**config.mk**
```make
export PLATFORM = sky130hd
export DESIGN_NAME = torque_cutoff_monitor
export DESIGN_NICKNAME = d
export VERILOG_FILES = /design/src/torque_cutoff_pkg.sv /design/src/torque_chan_if.sv /design/src/chan_filter.sv /design/src/torque_cutoff_monitor.sv
export SDC_FILE = /design/constraint.sdc
export NUM_CORES = 1
export LEC_CHECK = 0
export BUFFER_PORTS_ARGS = -buffer_cell sky130_fd_sc_hd__buf_2
export CAP_MARGIN = 15
export CORE_MARGIN = 4
export CORE_UTILIZATION = 43
export CTS_CLUSTER_SIZE = 10
export DETAILED_ROUTE_END_ITERATION = 12
export GPL_ROUTABILITY_DRIVEN = 0
export GPL_TIMING_DRIVEN = 0
export SYNTH_ARGS = -nofsm -noshare
export SYNTH_HDL_FRONTEND = slang
export SYNTH_SLANG_ARGS = --single-unit
export TNS_END_PERCENT = 100
```
**constraint.sdc**
```tcl
create_clock -name ref_clk -period 2.9 [get_ports ref_clk]
set_clock_uncertainty 0.15 [all_clocks]
set_input_delay 0.435 -clock ref_clk [delete_from_list [all_inputs] [get_ports ref_clk]]
set_output_delay 0.435 -clock ref_clk [all_outputs]
set_load 0.1 [all_outputs]
```
**src/torque_cutoff_pkg.sv**
```systemverilog
/*
 * Shared constants for the dual-channel torque cutoff monitor: clock rate,
 * filter and discrepancy timing, response bounds and the keypad code values.
 * Assumes a single 40 MHz control clock feeding every module of the block.
 */
// Notes on behaviour
// Both safety inputs closed permits running and shows no fault code.
// Both inputs open together cuts the output and shows the commanded-cutoff code.
// After the switch opens and output stops, the commanded-cutoff code is displayed.
// Input A open with B closed cuts output and flags channel A abnormal.
// Input B open with A closed cuts output and flags channel B abnormal.
// Both channels abnormal shows its own code, distinct from the commanded cutoff.
// Any channel fault switches the output off within 10 ms.
// Channel fault indication appears within 280 ms of the triggering change.
// Commanded dual-open cutoff switches the output off within 10 ms.
// Commanded dual-open indication appears within 100 ms of both inputs opening.
// Start commands are ignored and output stays off while cutoff is active.
// Opening of the cutoff circuit enters cutoff and stops driving the motor.
// External contacts finish each open or close transition within 200 ms.
// Installer disables cutoff by tying both inputs permanently to supply.
// Commanded-cutoff code clears on stop/reset key, or automatically if enabled.
// Single-channel fault codes stay latched until a full power cycle.
// Torque cutoff overrides every run, speed or torque command.
// Each input is synchronised and briefly filtered before channels are compared.
package torque_cutoff_pkg;

    // Clock rate and unit divisors.
    localparam int unsigned CLK_HZ    = 32'h0262_5A00;   // 40 MHz.
    localparam int unsigned US_PER_S  = 32'h000F_4240;
    localparam int unsigned MS_PER_S  = 32'h0000_03E8;

    // Input glitch filter: 50 us of stable level, rounded down.
    localparam int unsigned FILTER_US  = 32'h32;
    localparam int unsigned FILT_W     = 12;
    localparam logic [FILT_W-1:0] FILTER_CYC = FILT_W'(FILTER_US * (CLK_HZ / US_PER_S));

    // Contact transition window: a channel mismatch longer than this is a fault.
    localparam int unsigned DISC_MS        = 32'hC8;
    localparam int unsigned DISC_W         = 24;
    localparam int unsigned DISC_CYC_DFLT  = DISC_MS * (CLK_HZ / MS_PER_S);

    // Response bounds of the block, kept for reference by checks.
    localparam int unsigned TRIG_MS       = 32'h0A;
    localparam int unsigned IND_OPEN_MS   = 32'h64;
    localparam int unsigned IND_FAULT_MS  = 32'h118;

    // Keypad code values presented on display_code.
    localparam logic [2:0] CODE_NONE       = 3'h0;
    localparam logic [2:0] CODE_DUAL_OPEN  = 3'h1;
    localparam logic [2:0] CODE_CHAN_A     = 3'h2;
    localparam logic [2:0] CODE_CHAN_B     = 3'h3;
    localparam logic [2:0] CODE_DUAL_FAULT = 3'h4;

endpackage
```
**src/torque_chan_if.sv**
```systemverilog
/*
 * Carries the filtered safety channel levels from the input filter to the
 * monitor. Both levels are in the control clock domain; 1 means closed.
 */
`timescale 1ns/10ps
interface torque_chan_if;
    logic a_closed;   // Filtered channel A, 1 = closed.
    logic b_closed;   // Filtered channel B, 1 = closed.

    modport filt_src (output a_closed, output b_closed);
    modport mon_dst  (input a_closed, input b_closed);
endinterface

```
**src/chan_filter.sv**
```systemverilog
/*
 * Two-stage synchroniser and stability filter for both safety inputs.
 * Assumes raw inputs are asynchronous pins; outputs update in ref_clk domain.
 */
`timescale 1ns/10ps
module chan_filter
    import torque_cutoff_pkg::*;
(
    input  wire logic        ref_clk,        // Control clock.
    input  wire logic        rst_n,          // Asynchronous reset, active low.
    input  wire logic        safe_input_a,   // Raw channel A pin, 1 = closed.
    input  wire logic        safe_input_b,   // Raw channel B pin, 1 = closed.
    torque_chan_if.filt_src  ch              // Filtered channel levels.
);

    typedef struct packed {
        logic [1:0]             sync1;
        logic [1:0]             sync2;
        logic [1:0][FILT_W-1:0] cnt;
        logic [1:0]             filt;
    } filt_state_t;

    filt_state_t st_r;
    filt_state_t st_nxt;

    // Synchronise, then accept a new level only after it held FILTER_CYC cycles.
    always_comb begin
        st_nxt       = st_r;
        st_nxt.sync1 = {safe_input_b, safe_input_a};
        st_nxt.sync2 = st_r.sync1;
        for (int i = 0; i < 2; i++) begin
            if (st_r.sync2[i] == st_r.filt[i]) begin
                st_nxt.cnt[i] = '0;
            end else if (st_r.cnt[i] == FILTER_CYC - 12'h1) begin
                st_nxt.filt[i] = st_r.sync2[i];
                st_nxt.cnt[i]  = '0;
            end else begin
                st_nxt.cnt[i] = st_r.cnt[i] + 12'h1;
            end
        end
    end

    // Reset leaves both channels open, so the drive stays off until inputs settle.
    always_ff @(posedge ref_clk or negedge rst_n) begin
        if (!rst_n) begin
            st_r <= '0;
        end else begin
            st_r <= st_nxt;
        end
    end

    assign ch.a_closed = st_r.filt[0];
    assign ch.b_closed = st_r.filt[1];
endmodule

```
**src/torque_cutoff_monitor.sv**
```systemverilog
/*
 * Dual-channel torque cutoff monitor: judges the two safety channels, cuts
 * the drive enable, latches fault codes and gates start commands.
 * Assumes start/stop commands and the auto-reset setting come from logic on
 * ref_clk; the keypad stop/reset key and safety inputs are asynchronous pins.
 */
`timescale 1ns/10ps
module torque_cutoff_monitor
    import torque_cutoff_pkg::*;
#(
    parameter int unsigned DISC_CYCLES = DISC_CYC_DFLT   // Channel mismatch window.
)
(
    input  wire logic       ref_clk,                // Control clock, 40 MHz.
    input  wire logic       rst_n,                  // Power-on reset, active low.
    input  wire logic       safe_input_a,           // Safety channel A pin, 1 = closed.
    input  wire logic       safe_input_b,           // Safety channel B pin, 1 = closed.
    input  wire logic       stop_reset_key,         // Keypad stop/reset key pin, 1 = pressed.
    input  wire logic       start_cmd,              // Start request pulse.
    input  wire logic       stop_cmd,               // Stop request pulse.
    input  wire logic       auto_fault_reset_param, // Auto-clear of the commanded-cutoff code.
    output logic            drive_enable,           // Gate drive permitted, 1 = drive.
    output logic            cutoff_active,          // Torque cutoff in force.
    output logic [2:0]      display_code            // Keypad fault code.
);

    typedef enum logic [1:0] {ST_READY, ST_RUNNING, ST_CUTOFF} run_state_t;

    typedef struct packed {
        run_state_t       state;
        logic [1:0]       key_sync;
        logic             key_prev;
        logic [DISC_W-1:0] disc_cnt;
        logic             fault_a;
        logic             fault_b;
        logic             dual_open;
        logic             drive_en;
        logic             cutoff;
        logic [2:0]       code;
    } mon_state_t;

    localparam logic [DISC_W-1:0] DISC_LAST = DISC_W'(DISC_CYCLES - 1);

    torque_chan_if ch ();

    mon_state_t st_r;
    mon_state_t st_nxt;

    logic a_cl;
    logic b_cl;
    logic both_open;
    logic mismatch;
    logic key_pulse;
    logic cut_nxt;

    // Input synchroniser and filter for both safety channels.
    chan_filter u_filter (
        .ref_clk      (ref_clk),
        .rst_n        (rst_n),
        .safe_input_a (safe_input_a),
        .safe_input_b (safe_input_b),
        .ch           (ch.filt_src)
    );

    // Channel comparisons, made on the filtered levels in one cycle.
    assign a_cl      = ch.a_closed;
    assign b_cl      = ch.b_closed;
    assign both_open = !a_cl && !b_cl;
    assign mismatch  = a_cl ^ b_cl;
    assign key_pulse = st_r.key_sync[1] && !st_r.key_prev;

    // Picks the keypad code; a latched channel fault outranks the commanded cutoff.
    function automatic logic [2:0] pick_code(input logic fa, input logic fb, input logic dop);
        logic [2:0] c;
        c = CODE_NONE;
        if (fa && fb) begin
            c = CODE_DUAL_FAULT;
        end else if (fa) begin
            c = CODE_CHAN_A;
        end else if (fb) begin
            c = CODE_CHAN_B;
        end else if (dop) begin
            c = CODE_DUAL_OPEN;
        end
        return c;
    endfunction

    // Next-state logic for fault judgement, code latches and run control.
    always_comb begin
        st_nxt          = st_r;
        st_nxt.key_sync = {st_r.key_sync[0], stop_reset_key};
        st_nxt.key_prev = st_r.key_sync[1];

        // Mismatch longer than the contact window marks the open channel abnormal.
        if (!mismatch) begin
            st_nxt.disc_cnt = '0;
        end else if (st_r.disc_cnt == DISC_LAST) begin
            st_nxt.disc_cnt = st_r.disc_cnt + 24'h1;
            if (!a_cl) begin
                st_nxt.fault_a = 1'b1;
            end else begin
                st_nxt.fault_b = 1'b1;
            end
        end else if (st_r.disc_cnt < DISC_LAST) begin
            st_nxt.disc_cnt = st_r.disc_cnt + 24'h1;
        end
        // Channel faults have no clear path other than reset.

        // Commanded cutoff latch: setting wins over a clear in the same cycle.
        if (both_open) begin
            st_nxt.dual_open = 1'b1;
        end else if (key_pulse || auto_fault_reset_param) begin
            st_nxt.dual_open = 1'b0;
        end

        cut_nxt = !(a_cl && b_cl) || st_nxt.fault_a || st_nxt.fault_b
                  || st_nxt.dual_open;

        // Cutoff overrides every command; starts are dropped while it holds.
        case (st_r.state)
            ST_READY: begin
                if (cut_nxt) begin
                    st_nxt.state = ST_CUTOFF;
                end else if (start_cmd) begin
                    st_nxt.state = ST_RUNNING;
                end
            end
            ST_RUNNING: begin
                if (cut_nxt) begin
                    st_nxt.state = ST_CUTOFF;
                end else if (stop_cmd || key_pulse) begin
                    st_nxt.state = ST_READY;
                end
            end
            ST_CUTOFF: begin
                if (!cut_nxt) begin
                    st_nxt.state = ST_READY;
                end
            end
            default: begin
                st_nxt.state = ST_CUTOFF;
            end
        endcase

        st_nxt.cutoff   = cut_nxt;
        st_nxt.drive_en = (st_nxt.state == ST_RUNNING);
        st_nxt.code     = pick_code(st_nxt.fault_a, st_nxt.fault_b, st_nxt.dual_open);
    end

    // Reset starts in cutoff with the drive off, the safe state.
    always_ff @(posedge ref_clk or negedge rst_n) begin
        if (!rst_n) begin
            st_r        <= '0;
            st_r.state  <= ST_CUTOFF;
            st_r.cutoff <= 1'b1;
        end else begin
            st_r <= st_nxt;
        end
    end

    // Outputs straight from the state register.
    assign drive_enable  = st_r.drive_en;
    assign cutoff_active = st_r.cutoff;
    assign display_code  = st_r.code;
endmodule

```
; ---- Word level (Yosys, flattened, before mapping)
; Cells that the tools add are included.
[word_totals]
register_bits = 67
out_inout_bits = 5
input_bits = 8
elab_cells = 71
[op_classes]
n_bitwise = 3
eq_ne = 9
n_lt_le_gt_ge = 1
n_reduce_logical = 16
add_sub_neg = 3
n_mux = 23
[op_table]
columns = cell, n
row1 = two-way mux 24 bit, 3
row2 = two-way mux 12 bit, 4
row3 = "adder 12 x 1 -> 12 bit, second input constant", 2
row4 = "adder 24 x 1 -> 24 bit, second input constant", 1
row5 = "equality test 12 x 11 -> 1 bit, second input constant", 2
row6 = "equality test 24 x 23 -> 1 bit, second input constant", 1
row7 = "< comparator 24 x 23 -> 1 bit, second input constant", 1
row8 = two-way mux 2 bit, 9
row9 = case mux 2 bit (3 select lines), 1
row10 = logical OR 1 bit, 5
row11 = two-way mux 1 bit, 5
row12 = "equality test 2 x 1 -> 1 bit, second input constant", 2
row13 = logical AND 1 bit, 4
row14 = logical NOT 1 bit, 4
row15 = AND reduction 2 bit, 2
row16 = two-way mux 3 bit, 1
row17 = "inequality test 3 x 1 -> 1 bit, second input constant", 1
row18 = equality test 1 bit, 2
row19 = "equality test 2 bit, second input constant", 1
row20 = logical NOT 2 bit, 1
row21 = inverter 1 bit, 2
row22 = XOR 1 bit, 1

; ---- Depth between registers and ports, before layout
; Gate-level depths: netlist of run 1.
[logic_depth]
depth_word = 9
ltp_mapped = 8
depth_no_buf = 8

; ---- Modules after synthesis
; From an unflattened synthesis of run 1, not the netlist that was laid out.
[hier_totals]
hier_cells = 303
area_unflattened_um2 = 3190.6
[modules_own_cells]
columns = mod, seq_area_each_um2, cells_each, area_per_inst_um2, n_inst
row1 = torque_cutoff_monitor, 928.4, 178, 1819.2, 1
row2 = chan_filter, 750.7, 125, 1371.3, 1

; ---- Worst setup path after synthesis of run 1
; Ideal clock, no wire load.
[synth_timing]
kind = register to register
startpoint = reg st_r[22] (netlist bit)
endpoint = reg st_r[28] (netlist bit)
setup_ns = 0.119
required_time_ns = 2.631
setup_slack_ns = 0.470
path_buffers = 1
stages_incl_launch_ff = 7
synth_period_minus_slack_ns = 2.430
t_arrival_ns = 2.161
path_cell_list = dfrtp_1 -> or4_1 -> a2111o_1 -> buf_6 -> a2111oi_4 -> xor2_1 -> and2_1
[synth_via]
elab_chain_len = 4
word_cells_on_any_way = 7
classes_between = add/sub: 1 / order compare: 1 / eq/ne: 2 / mux: 3
[synth_rtl]
columns = item, line
row1 = start: declaration, torque_cutoff_monitor.sv:46  ; mon_state_t st_r;
row2 = start signal: assignment, torque_cutoff_monitor.sv:157  ; st_r <= st_nxt;
row3 = adder 24 x 1 -> 24 bit, "torque_cutoff_monitor.sv:98, torque_cutoff_monitor.sv:105"
row4 = two-way mux 24 bit, torque_cutoff_monitor.sv:104  ; end else if (st_r.disc_cnt < DISC_LAST) begin
row5 = two-way mux 24 bit, torque_cutoff_monitor.sv:97  ; end else if (st_r.disc_cnt == DISC_LAST) begin
row6 = two-way mux 24 bit, torque_cutoff_monitor.sv:95  ; if (!mismatch) begin
; Parallel ways exist; a longest one is shown, timed or not. The select of a mux whose other input is x is not followed.
; A chain may end at the register's enable or synchronous reset.

; ---- Worst setup path after layout of run 1
[layout_timing]
startpoint = reg st_r[22] (netlist bit)
endpoint = reg st_r[21] (netlist bit)
[layout_via]
elab_chain_len = 3
word_cells_on_any_way = 5
classes_between = order compare: 1 / eq/ne: 2 / mux: 2
[layout_rtl]
columns = item
row1 = "parallel branches: the longest is 3 deep, another holds < comparator 24 x 23 -> 1 bit"
; Several ways; the timed one is not identified.

==> results by group, run 1 <==
Outcome
  • Status: completed

Power
  • Clock Power Share: 48.0%
  • P_leak: 1.65 nW
  • Power per Cell Area: 537 nW/um^2
  • Logic pwr share: 2.3%
  • Internal: 1.53 mW
  • Switching power: 384 uW
  • Seq pwr share: 49.8%
  • Sw Ratio: 20.1%
  • Maximum vdd ir drop: 0.000182 V

Layout
  • Non-Filler Instances: 421
  • Most common cell after layout, fill and taps aside: dfrtp_1
  • Antenna cells: 0
  • Sequential cell area: 1680 um^2
  • Final Net Count: 334
  • Share of cells above drive strength 1: 11.4%
  • Fillers: 647
  • Multi-input gate area: 1380 um^2
  • Most frequent cells in the layout: dfrtp_1 (65), nor2_1 (30), nand2_1 (27)
  • Area Growth Syn to Fin: 13.5%

Route
  • Drt first pass iters: 4
  • DRT Wirelength: 5510 um
  • DR vias/cell: 5.09
  • Iteration-0 DRC count of the detailed router: 135
  • Routed via count: 2142
  • Wirelength per Cell: 13.1 um
  • Antenna Nets Post-Route: 0
  • DRC: 0

Logic synthesis
  • Mapped Cells: 297
  • Syn. warnings: 0
  • Largest cells by area after synthesis: dfrtp_1 (52%), xor2_1 (6.4%), nor2_1 (3.6%), nand2_1 (3.2%), xnor2_1 (3.1%)
  • Post-Syn Area: 3140 um^2
  • Post-synth EDFFs: 0
  • Top_reg_cell synth: dfrtp_1
  • Synth Register Bits: 67
  • Area leader, netlist: dfrtp_1
  • Ys async rst share: 100%
  • Seq/Total Area, Yosys: 53.4%
  • Avg Cell Area, Syn: 10.6 um^2
  • Post-synthesis cell type count: 43
  • Syn_nets: 311
  • Post-synth top area share: 51.8%

STA
  • Final hold vios: 0
  • Final setup fails: 0
  • Fin crit period: 2.65 ns
  • Unrepaired setup endpoints after global routing: false
  • Final count of pins violating max slew: 0
  • Worst rel slew slack: 45.1%
  • Total Neg Setup Slack: 0 ns
  • Period utilization: 91.3%
  • Fmax: 0.378 GHz
  • Worst slew pin tran: 0.823 ns

Critical path
  • CP Max Fanout: 7
  • WP buf/inv: 0
  • Largest stage delay on the critical path: 0.59 ns
  • Arrival time worst endpoint: 2.71 ns
  • Cell family with most CP delay: compound AO/OA/AOI/OAI gates
  • Worst path cell trace: or4_1, a2111o_1, a211oi_2, nand4_1, mux2i_1
  • Critical-path top delay cell: or4_1
  • Worst EP required: 2.97 ns
  • Crit. End Element: flop
  • Setup CP Type: flop to flop
  • Startpoint types: flop

GRT
  • Initial antenna violation count: 0
  • Vias in the first global route: 2058
  • All-Layer GR Usage: 14.4%
  • Overflow after GRT: 0
  • Largest net degree at the start of global routing: 68
  • Global-route wire length before repair: 9720 um

Floorplan
  • Die Y: 93.5 um
  • Initial Util: 45.3%
  • Core box area: 6940 um^2
  • Ports: 13
  • Die X-Extent: 93.5 um
  • Rows: 30
  • Die area: 8740 um^2

Clocking
  • # resized after CTS: 0
  • CTS Buf Count: 9
  • CTS tree: done
  • Worst-skew pair later-pin latency: 0.34 ns
  • Root Buffer: clkbuf_8
  • CTS Buffer Depth: 2
  • Postcts setup bufs: 0
  • Hold-fix buffers at CTS: 0
  • H-tree levels: 3
  • CTS sink cnt: 67
  • Clk pin slew, worst setup/hold paths: 0.07 ns

Job
  • MaxCap Viol Count: 0

Placed design
  • Number of instances in the placed design: 405
  • IO Port Bufs: 12
  • Dpl hpwl: 3720 um

Min path
  • HP Class: input pin to async pin
final cells by class:
class                   count  area share, %
multi-input cells         212           38.6
plain buffers              11           1.68
clock buffers              10           3.58
flip-flops and latches     67           47.1
repair buffers             12           1.75
clock inverters             6           3.19
well taps                  96           3.37
inverters                   7          0.737
synth_stat cells, types with 2 or more instances:
cell type  instances
a21oi_1            5
and3_1             5
inv_1              7
nand2_1           27
buf_4              3
nand3_1           19
clkbuf_1           7
nor2b_1            4
ha_1               6
xor2_1            23
nand2b_1           9
o21bai_1           3
and2_1            13
xnor2_1           11
nor4_1             2
nand4_1            9
a31oi_1            3
a2111oi_1          2
nor2_1            30
and4_1             5
dfstp_2            2
a21boi_1           2
a211oi_2           2
nor3_1             7
dfrtp_1           65
o21ai_0            3
mux2i_1            7
stage by stage:
stage               setup slack (ns)  utilization [%]  hold slack (ns)  cell area, um^2  power (mW)
floorplan                      0.470                -          -0.0106             3140       0.988
global placement               0.294             47.9            0.184             3320        1.02
detailed placement             0.259             47.9            0.187             3330        1.02
CTS                            0.238             51.4           0.0382             3570        1.95
global route                   0.135             51.4           0.0337             3570        2.00
finish                         0.253             51.4           0.0313             3570        1.91
per-layer routing:
metal | track usage (%) | up-vias | wire length (um)
met5 | 0 | - | 0
met4 | 5.49 | 0 | 89
met3 | 5.07 | 9 | 224
met2 | 20.7 | 34 | 2410
met1 | 19.8 | 1038 | 2790
li1 | - | 1061 | -
power groups by stage:
stage	logic (mW)	clock network, mW	registers (mW)
3_3_place_gp	0.0456	0	0.971
2_1_floorplan	0.0181	0	0.970
3_5_place_dp	0.0460	0	0.971
6_report	0.0435	0.918	0.953
5_1_grt	0.0520	0.994	0.954
4_1_cts	0.0462	0.951	0.953
worst paths after layout:
check                               startpoint                   to  slack, ns  depth (start not counted)
setup / recovery                      st_r[22]             st_r[21]       0.25                          5
hold / removal                           rst_n    u_filter.st_r[11]       0.03                          1
setup reg to reg                      st_r[22]             st_r[21]       0.25                          5
hold reg to reg            u_filter.st_nxt[26]    u_filter.st_r[26]       0.19                          0
max in group asynchronous                rst_n     u_filter.st_r[4]       2.01                          1
min in group ref_clk              safe_input_b  u_filter.st_nxt[27]       0.06                          1
sequential cells by signal, summed over array words and instances, names as in the netlist:
name                  cells
display_code              3
u_filter.ch.b_closed      1
u_filter.ch.a_closed      1
st_nxt                    2
st_r                     30
u_filter.st_r            26
drive_enable              1
cutoff_active             1
u_filter.st_nxt           2
worst register-to-register path: cells and delay by family, from the launching register on:
kind	cells	cell delay, ns
multiplexers	1	0.15
flip-flops	1	0.45
AO/OA/AOI/OAI	2	1.01
AND/OR/NAND/NOR	2	0.78
cells by family (layout without fill, tap and decap cells):
logic type / after synthesis / in the layout / synth area share [%]
AND/OR/NAND/NOR: 136 / 136 / 22.3
AO/OA/AOI/OAI: 29 / 29 / 7.44
buffers and inverters: 18 / 46 / 2.75
XOR/XNOR: 34 / 34 / 9.47
multiplexers: 7 / 7 / 2.23
flip-flops: 67 / 67 / 53.4
adder cells (fa/ha/maj): 6 / 6 / 2.39
No activity file was read; power rests on OpenSTA's default activity.
==> inputs of run 2 (changes only) <==
CELL_PAD_IN_SITES_DETAIL_PLACEMENT = 1   (was not set)
CELL_PAD_IN_SITES_GLOBAL_PLACEMENT = 2   (was not set)
CORE_UTILIZATION = 41   (was 43)
PLACE_DENSITY_LB_ADDON = 0.1   (was not set)
==> run 2 against run 1 <==
Flip-flop and latch count unchanged. Sequential share of layout area up 0.20 points. Highest routed layer unchanged. Die area up 4.5%. Setup slack better by 0.013 ns. Global-route usage up 1.5 points. Clock power down 3.9%. Combinational power up 4%.
==> results by group, run 2 (same netlist as run 1, synthesis figures left out) <==
Outcome
  • Status: completed (unchanged)

Floorplan
  • Die Y: 95.6 um (was 93.5 um)
  • Initial Util: 42.6% (was 45.3%)
  • Die X-Extent: 95.6 um (was 93.5 um)
  • Rows: 31 (was 30)
  • Ports: 13 (unchanged)
  • Die area: 9130 um^2 (was 8740 um^2)
  • Core box area: 7370 um^2 (was 6940 um^2)

Layout
  • Share of cells above drive strength 1: 10.8% (was 11.4%)
  • Most common cell after layout, fill and taps aside: dfrtp_1 (unchanged)
  • Max reg flops: 30 (unchanged)
  • Antenna cells: 0 (unchanged)
  • Most frequent cells in the layout: dfrtp_1 (65), nor2_1 (30), nand2_1 (27) (unchanged)
  • Largest register by flop count: st_r (unchanged)
  • Area Growth Syn to Fin: 13.0% (was 13.5%)
  • Final Net Count: 334 (unchanged)

Route
  • Wirelength per Cell: 15.0 um (was 13.1 um)
  • Drt first pass iters: 4 (unchanged)
  • Metal-1 WL: 3190 um (was 2790 um)
  • DR vias/cell: 5.16 (was 5.09)
  • Antenna Nets Post-Route: 0 (unchanged)
  • DRT Wirelength: 6360 um (was 5510 um)
  • Max layer used: met4 (unchanged)
  • DRC: 0 (unchanged)
  • Met2 WL post-DR: 2890 um (was 2410 um)
  • Routed via count: 2187 (was 2142)
  • Iteration-0 DRC count of the detailed router: 51 (was 135)
  • Routed wl met3: 173 um (was 224 um)

Critical path
  • Reg2reg setup slack: 0.27 ns (was 0.25 ns)
  • Reg2reg end: st_r[21] (unchanged)
  • Crit. End Element: flop (unchanged)
  • CP Max Fanout: 7 (unchanged)
  • Worst-case reg-to-reg path depth: 5 (unchanged)
  • RR Startpoint: st_r[22] (unchanged)
  • Startpoint types: flop (unchanged)
  • Worst EP required: 2.98 ns (was 2.97 ns)
  • Setup CP Type: flop to flop (unchanged)
  • Arrival time worst endpoint: 2.71 ns (about the same)

STA
  • Total Neg Setup Slack: 0 ns (unchanged)
  • Final setup fails: 0 (unchanged)
  • Final WS setup: 0.266 ns (was 0.253 ns)
  • Worst slew pin tran: 0.861 ns (was 0.823 ns)
  • Fmax: 0.380 GHz (was 0.378 GHz)
  • Worst hold slack: 0.0482 ns (was 0.0313 ns)
  • Fin crit period: 2.63 ns (was 2.65 ns)
  • Final count of pins violating max slew: 0 (unchanged)
  • Period utilization: 90.8% (was 91.3%)
  • Unrepaired setup endpoints after global routing: false (unchanged)
  • Worst rel slew slack: 42.6% (was 45.1%)
  • Final hold vios: 0 (unchanged)

Min path
  • HP Class: input pin to async pin (unchanged)

GRT
  • Global-route wire length before repair: 11000 um (was 9720 um)
  • Overflow after GRT: 0 (unchanged)
  • Initial antenna violation count: 0 (unchanged)
  • Largest net degree at the start of global routing: 68 (unchanged)
  • All-Layer GR Usage: 15.9% (was 14.4%)
  • Vias in the first global route: 2223 (was 2058)

Power
  • Switching power: 389 uW (was 384 uW)
  • Power per Cell Area: 529 nW/um^2 (was 537 nW/um^2)
  • Maximum vdd ir drop: 0.000269 V (was 0.000182 V)
  • Internal: 1.49 mW (was 1.53 mW)
  • Pwr Total: 1.88 mW (was 1.91 mW)
  • Seq pwr share: 50.7% (was 49.8%)
  • Clock Power Share: 46.9% (was 48.0%)
  • P_leak: 1.64 nW (was 1.65 nW)
  • Sw Ratio: 20.7% (was 20.1%)
  • Logic pwr share: 2.4% (was 2.3%)

Clocking
  • Postcts setup bufs: 0 (unchanged)
  • Worst-skew pair later-pin latency: 0.34 ns (about the same)
  • Hold-fix buffers at CTS: 0 (unchanged)
  • # resized after CTS: 0 (unchanged)
  • CTS sink cnt: 67 (unchanged)
  • CTS tree: done (unchanged)
  • CTS Buf Count: 9 (unchanged)
  • Clk pin slew, worst setup/hold paths: 0.08 ns (was 0.07 ns)
  • H-tree levels: 3 (unchanged)
  • CTS Buffer Depth: 2 (unchanged)
  • Root Buffer: clkbuf_8 (unchanged)

Placed design
  • Place WS: 0.219 ns (was 0.259 ns)
  • IO Port Bufs: 12 (unchanged)
  • Dpl hpwl: 4300 um (was 3720 um)

Job
  • MaxCap Viol Count: 0 (unchanged)
## run 2: area by class of cell
cell class / instances / area, um^2
multi-input cells: 212 / 1380
fillers: 829 / 3820
plain buffers: 11 / 60.1
clock buffers: 14 / 163
inverters: 7 / 26.3
clock inverters: 2 / 60.1
repair buffers: 12 / 62.6
flip-flops and latches: 67 / 1680
well taps: 99 / 124
## run 2: how the worst max path moves through the flow
stage / start / endpoint / slack [ns] / cells past startpoint
after global placement: st_r[22] / st_r[21] / 0.24 / 5
after floorplan: st_r[22] / st_r[28] / 0.47 / 6
after detailed placement: st_r[22] / st_r[21] / 0.22 / 5
after CTS: st_r[22] / st_r[21] / 0.21 / 5
final: st_r[22] / st_r[21] / 0.27 / 5
after global routing: st_r[22] / st_r[21] / 0.08 / 5
## run 2: critical path, cell delays in order, from the launching register on
cell      delay [ns]
dfrtp_1         0.44
or4_1           0.59
a2111o_1        0.51
a211oi_2        0.51
nand4_1         0.19
mux2i_1         0.15
## run 2: power by group through the flow
stage / clock network, mW / logic, mW / registers (mW)
2_1_floorplan: 0 / 0.0181 / 0.970
3_3_place_gp: 0 / 0.0464 / 0.971
3_5_place_dp: 0 / 0.0473 / 0.972
4_1_cts: 0.907 / 0.0477 / 0.954
5_1_grt: 0.952 / 0.0536 / 0.955
6_report: 0.882 / 0.0452 / 0.954
## run 2: through the flow
step / std cells / util [%] / instance area (um^2)
2_1_floorplan: 297 / - / 3140
3_3_place_gp: 408 / 45.1 / 3330
3_5_place_dp: 408 / 45.2 / 3330
4_1_cts: 424 / 48.2 / 3550
5_1_grt: 424 / 48.2 / 3550
6_report: 424 / 48.2 / 3550
## run 2: metal layers
metal / vias to the layer above / GRT usage (%)
li1: 1068 / -
met1: 1088 / 21.5
met2: 22 / 24.6
met3: 9 / 3.24
met4: 0 / 7.11
met5: - / 0
==> inputs of run 3 (changes only) <==
SYNTH_HIERARCHICAL = 1   (was not set)
==> run 3 against run 2 <==
Power fell by 5.6%. Synthesized area rose by 1.5%. Combinational power rose by 13%. Core utilization barely moved. Setup slack improved by 0.12 ns. Routed wire length rose by 6.7%. Cell count rose by 1.2%. Flip-flop and latch count did not move. Die area rose by 1.4%. Cell area rose by 0.60%. Critical path type unchanged. Critical endpoint is now display_code[1]. Largest cell class unchanged.
==> results by group, run 3 <==
Outcome
  • Status: completed (unchanged)

Route
  • Wirelength per Cell: 15.8 um (was 15.0 um)
  • Routed wl met3: 218 um (was 173 um)
  • Routed via count: 2389 (was 2187)
  • DR vias/cell: 5.57 (was 5.16)
  • Met2 WL post-DR: 3150 um (was 2890 um)
  • Antenna Nets Post-Route: 0 (unchanged)
  • Drt first pass iters: 4 (unchanged)
  • Max layer used: met4 (unchanged)
  • DRT Wirelength: 6790 um (was 6360 um)
  • DRC: 0 (unchanged)
  • Iteration-0 DRC count of the detailed router: 55 (was 51)
  • Metal-1 WL: 3320 um (was 3190 um)

Clocking
  • CTS sink cnt: 67 (unchanged)
  • CTS tree: done (unchanged)
  • Hold-fix buffers at CTS: 0 (unchanged)
  • # resized after CTS: 0 (unchanged)
  • CTS Buf Count: 9 (unchanged)
  • CTS Buffer Depth: 2 (unchanged)
  • Worst-skew pair later-pin latency: 0.34 ns (about the same)
  • Clk pin slew, worst setup/hold paths: 0.07 ns (was 0.08 ns)
  • Postcts setup bufs: 0 (unchanged)
  • H-tree levels: 3 (unchanged)
  • Root Buffer: clkbuf_8 (unchanged)

STA
  • Total Neg Setup Slack: 0 ns (unchanged)
  • Final WS setup: 0.387 ns (was 0.266 ns)
  • Worst slew pin tran: 0.840 ns (was 0.861 ns)
  • Unrepaired setup endpoints after global routing: false (unchanged)
  • Final count of pins violating max slew: 0 (unchanged)
  • Fmax: 0.398 GHz (was 0.380 GHz)
  • Final hold vios: 0 (unchanged)
  • Fin crit period: 2.51 ns (was 2.63 ns)
  • Final setup fails: 0 (unchanged)
  • Period utilization: 86.7% (was 90.8%)
  • Worst rel slew slack: 44.0% (was 42.6%)

Logic synthesis
  • Area leader, netlist: dfrtp_1 (unchanged)
  • Post-Syn Area: 3190 um^2 (was 3140 um^2)
  • Synth Register Bits: 67 (unchanged)
  • Syn_nets: 317 (was 311)
  • Ys async rst share: 100% (unchanged)
  • Most frequent cell after synthesis: dfrtp_1 (unchanged)
  • Post-synth top area share: 51.0% (was 51.8%)
  • Avg Cell Area, Syn: 10.5 um^2 (was 10.6 um^2)
  • Largest cells by area after synthesis: dfrtp_1 (51%), o21ai_0 (3.3%), o31ai_1 (2.8%), or3_1 (2.7%), xnor2_1 (2.7%) (was dfrtp_1 (52%), xor2_1 (6.4%), nor2_1 (3.6%), nand2_1 (3.2%), xnor2_1 (3.1%))
  • Top_reg_cell synth: dfrtp_1 (unchanged)
  • Most instantiated cells after synthesis: dfrtp_1 (65), nand2_1 (21), o21ai_0 (21) (was dfrtp_1 (65), nor2_1 (30), nand2_1 (27))
  • Mapped Cells: 303 (was 297)
  • Syn. warnings: 6 (was 0)
  • Seq/Total Area, Yosys: 52.6% (was 53.4%)
  • Post-synthesis cell type count: 45 (was 43)
  • Post-synth EDFFs: 0 (unchanged)

Layout
  • Antenna cells: 0 (unchanged)
  • Fillers: 840 (was 829)
  • Final Net Count: 340 (was 334)
  • Area Growth Syn to Fin: 12.0% (was 13.0%)
  • Most frequent cells in the layout: dfrtp_1 (65), o21ai_0 (21), nand2_1 (20) (was dfrtp_1 (65), nor2_1 (30), nand2_1 (27))
  • Utilization after layout: 48.2% (about the same)
  • Most common cell after layout, fill and taps aside: dfrtp_1 (unchanged)
  • Max reg flops: 30 (unchanged)
  • Largest register by flop count: st_r (unchanged)
  • Share of cells above drive strength 1: 14.5% (was 10.8%)

GRT
  • Overflow after GRT: 0 (unchanged)
  • Largest net degree at the start of global routing: 68 (unchanged)
  • All-Layer GR Usage: 17.0% (was 15.9%)
  • Initial antenna violation count: 0 (unchanged)
  • Vias in the first global route: 2506 (was 2223)
  • Global-route wire length before repair: 12100 um (was 11000 um)

Critical path
  • Crit path launch: u_filter/ch.a_closed (was st_r[22])
  • Setup crit end: display_code[1] (was st_r[21])
  • Reg2reg end: display_code[1] (was st_r[21])
  • Startpoint types: flop (unchanged)
  • Largest stage delay on the critical path: 0.43 ns (was 0.59 ns)
  • CP Max Fanout: 10 (was 7)
  • Crit. End Element: flop (unchanged)
  • Setup CP Type: flop to flop (unchanged)
  • RR Startpoint: u_filter/ch.a_closed (was st_r[22])
  • Reg2reg setup slack: 0.39 ns (was 0.27 ns)
  • Worst-case reg-to-reg path depth: 8 (was 5)
  • Critical-path top delay cell: dfrtp_1 (was or4_1)
  • Crit-path most repeated cell: ha_1
  • Arrival time worst endpoint: 2.59 ns (was 2.71 ns)
  • Worst EP required: 2.97 ns (was 2.98 ns)
  • Worst path cell trace: inv_1, ha_1, clkbuf_2, nand4b_1, or3_1, nor4_2, a21o_1, ha_1 (was or4_1, a2111o_1, a211oi_2, nand4_1, mux2i_1)

Power
  • Maximum vdd ir drop: 0.000207 V (was 0.000269 V)
  • Power per Cell Area: 497 nW/um^2 (was 529 nW/um^2)
  • P_leak: 1.45 nW (was 1.64 nW)
  • Pwr Total: 1.77 mW (was 1.88 mW)

Floorplan
  • Rows: 31 (unchanged)
  • Initial Util: 43.1% (was 42.6%)
  • Die Y: 96.2 um (was 95.6 um)
  • Core box area: 7410 um^2 (was 7370 um^2)
  • Die area: 9260 um^2 (was 9130 um^2)
  • Ports: 13 (unchanged)
  • Die X-Extent: 96.2 um (was 95.6 um)

Placed design
  • IO Port Bufs: 12 (unchanged)
  • Place WS: 0.183 ns (was 0.219 ns)
  • Dpl hpwl: 4670 um (was 4300 um)

Job
  • MaxCap Viol Count: 0 (unchanged)

Min path
  • HP Class: input pin to async pin (unchanged)
-- run 3: worst min path at each step --
stage	slack [ns]	endpoint	cells after the start	startpoint
5_1_grt	0.02	u_filter/st_nxt[27]	1	safe_input_b
3_3_place_gp	0.18	u_filter/st_r[26]	0	u_filter/st_nxt[26]
6_report	0.05	drive_enable	1	rst_n
3_5_place_dp	0.19	u_filter/st_r[26]	0	u_filter/st_nxt[26]
2_1_floorplan	-0.01	display_code[0]	0	rst_n
4_1_cts	0.04	u_filter/st_nxt[27]	1	safe_input_b
-- run 3: report_power, final --
part           switching (mW)  leakage [nW]  total (mW)  internal (mW)
clock                   0.354        0.0954       0.770          0.416
sequential            0.00819         0.898       0.954          0.946
combinational          0.0346         0.459      0.0509         0.0163
total                   0.396          1.45        1.77           1.38
-- run 3: logic make-up after synthesis --
family | synth area share, %
xor gates and xnor gates | 4.39
buffers and inverters | 2.74
DFF | 52.6
muxes | 0.706
AOI/OAI and AO/OA | 15.6
and+or+nand+nor | 21.6
adders and majority gates | 2.35
-- run 3: stage by stage --
stage / area, um^2 / hold slack, ns / std cells
after floorplan: 3190 / -0.0106 / 303
after global placement: 3370 / 0.183 / 414
after detailed placement: 3380 / 0.186 / 414
after CTS: 3570 / 0.0373 / 429
after global routing: 3570 / 0.0246 / 429
final: 3570 / 0.0465 / 429
-- run 3: area by class of cell --
| class | instances | area (um^2) | share of cell area [%] |
|---|---|---|---|
| inverter | 7 | 26.3 | 0.735 |
| timing repair buffer | 12 | 62.6 | 1.75 |
| multi-input combinational | 220 | 1430 | 39.9 |
| tap | 99 | 124 | 3.47 |
| clock inverter | 4 | 51.3 | 1.44 |
| sequential | 67 | 1680 | 47.0 |
| clock buffer | 11 | 141 | 3.96 |
| buffer | 9 | 62.6 | 1.75 |
-- run 3: routing by layer --
layer	GRT usage, %	vias up
li1	-	1157
met2	26.5	23
met1	22.9	1200
met4	5.92	0
met3	4.22	9
met5	0	-
-- run 3: worst max-delay path, delay by kind of cell, from the launching register on --
family,cells,cell delay [ns]
adder cells (fa/ha/maj),2,0.51
AO/OA/AOI/OAI,1,0.23
buffers and inverters,2,0.31
AND/OR/NAND/NOR,3,0.75
flip-flops,1,0.43
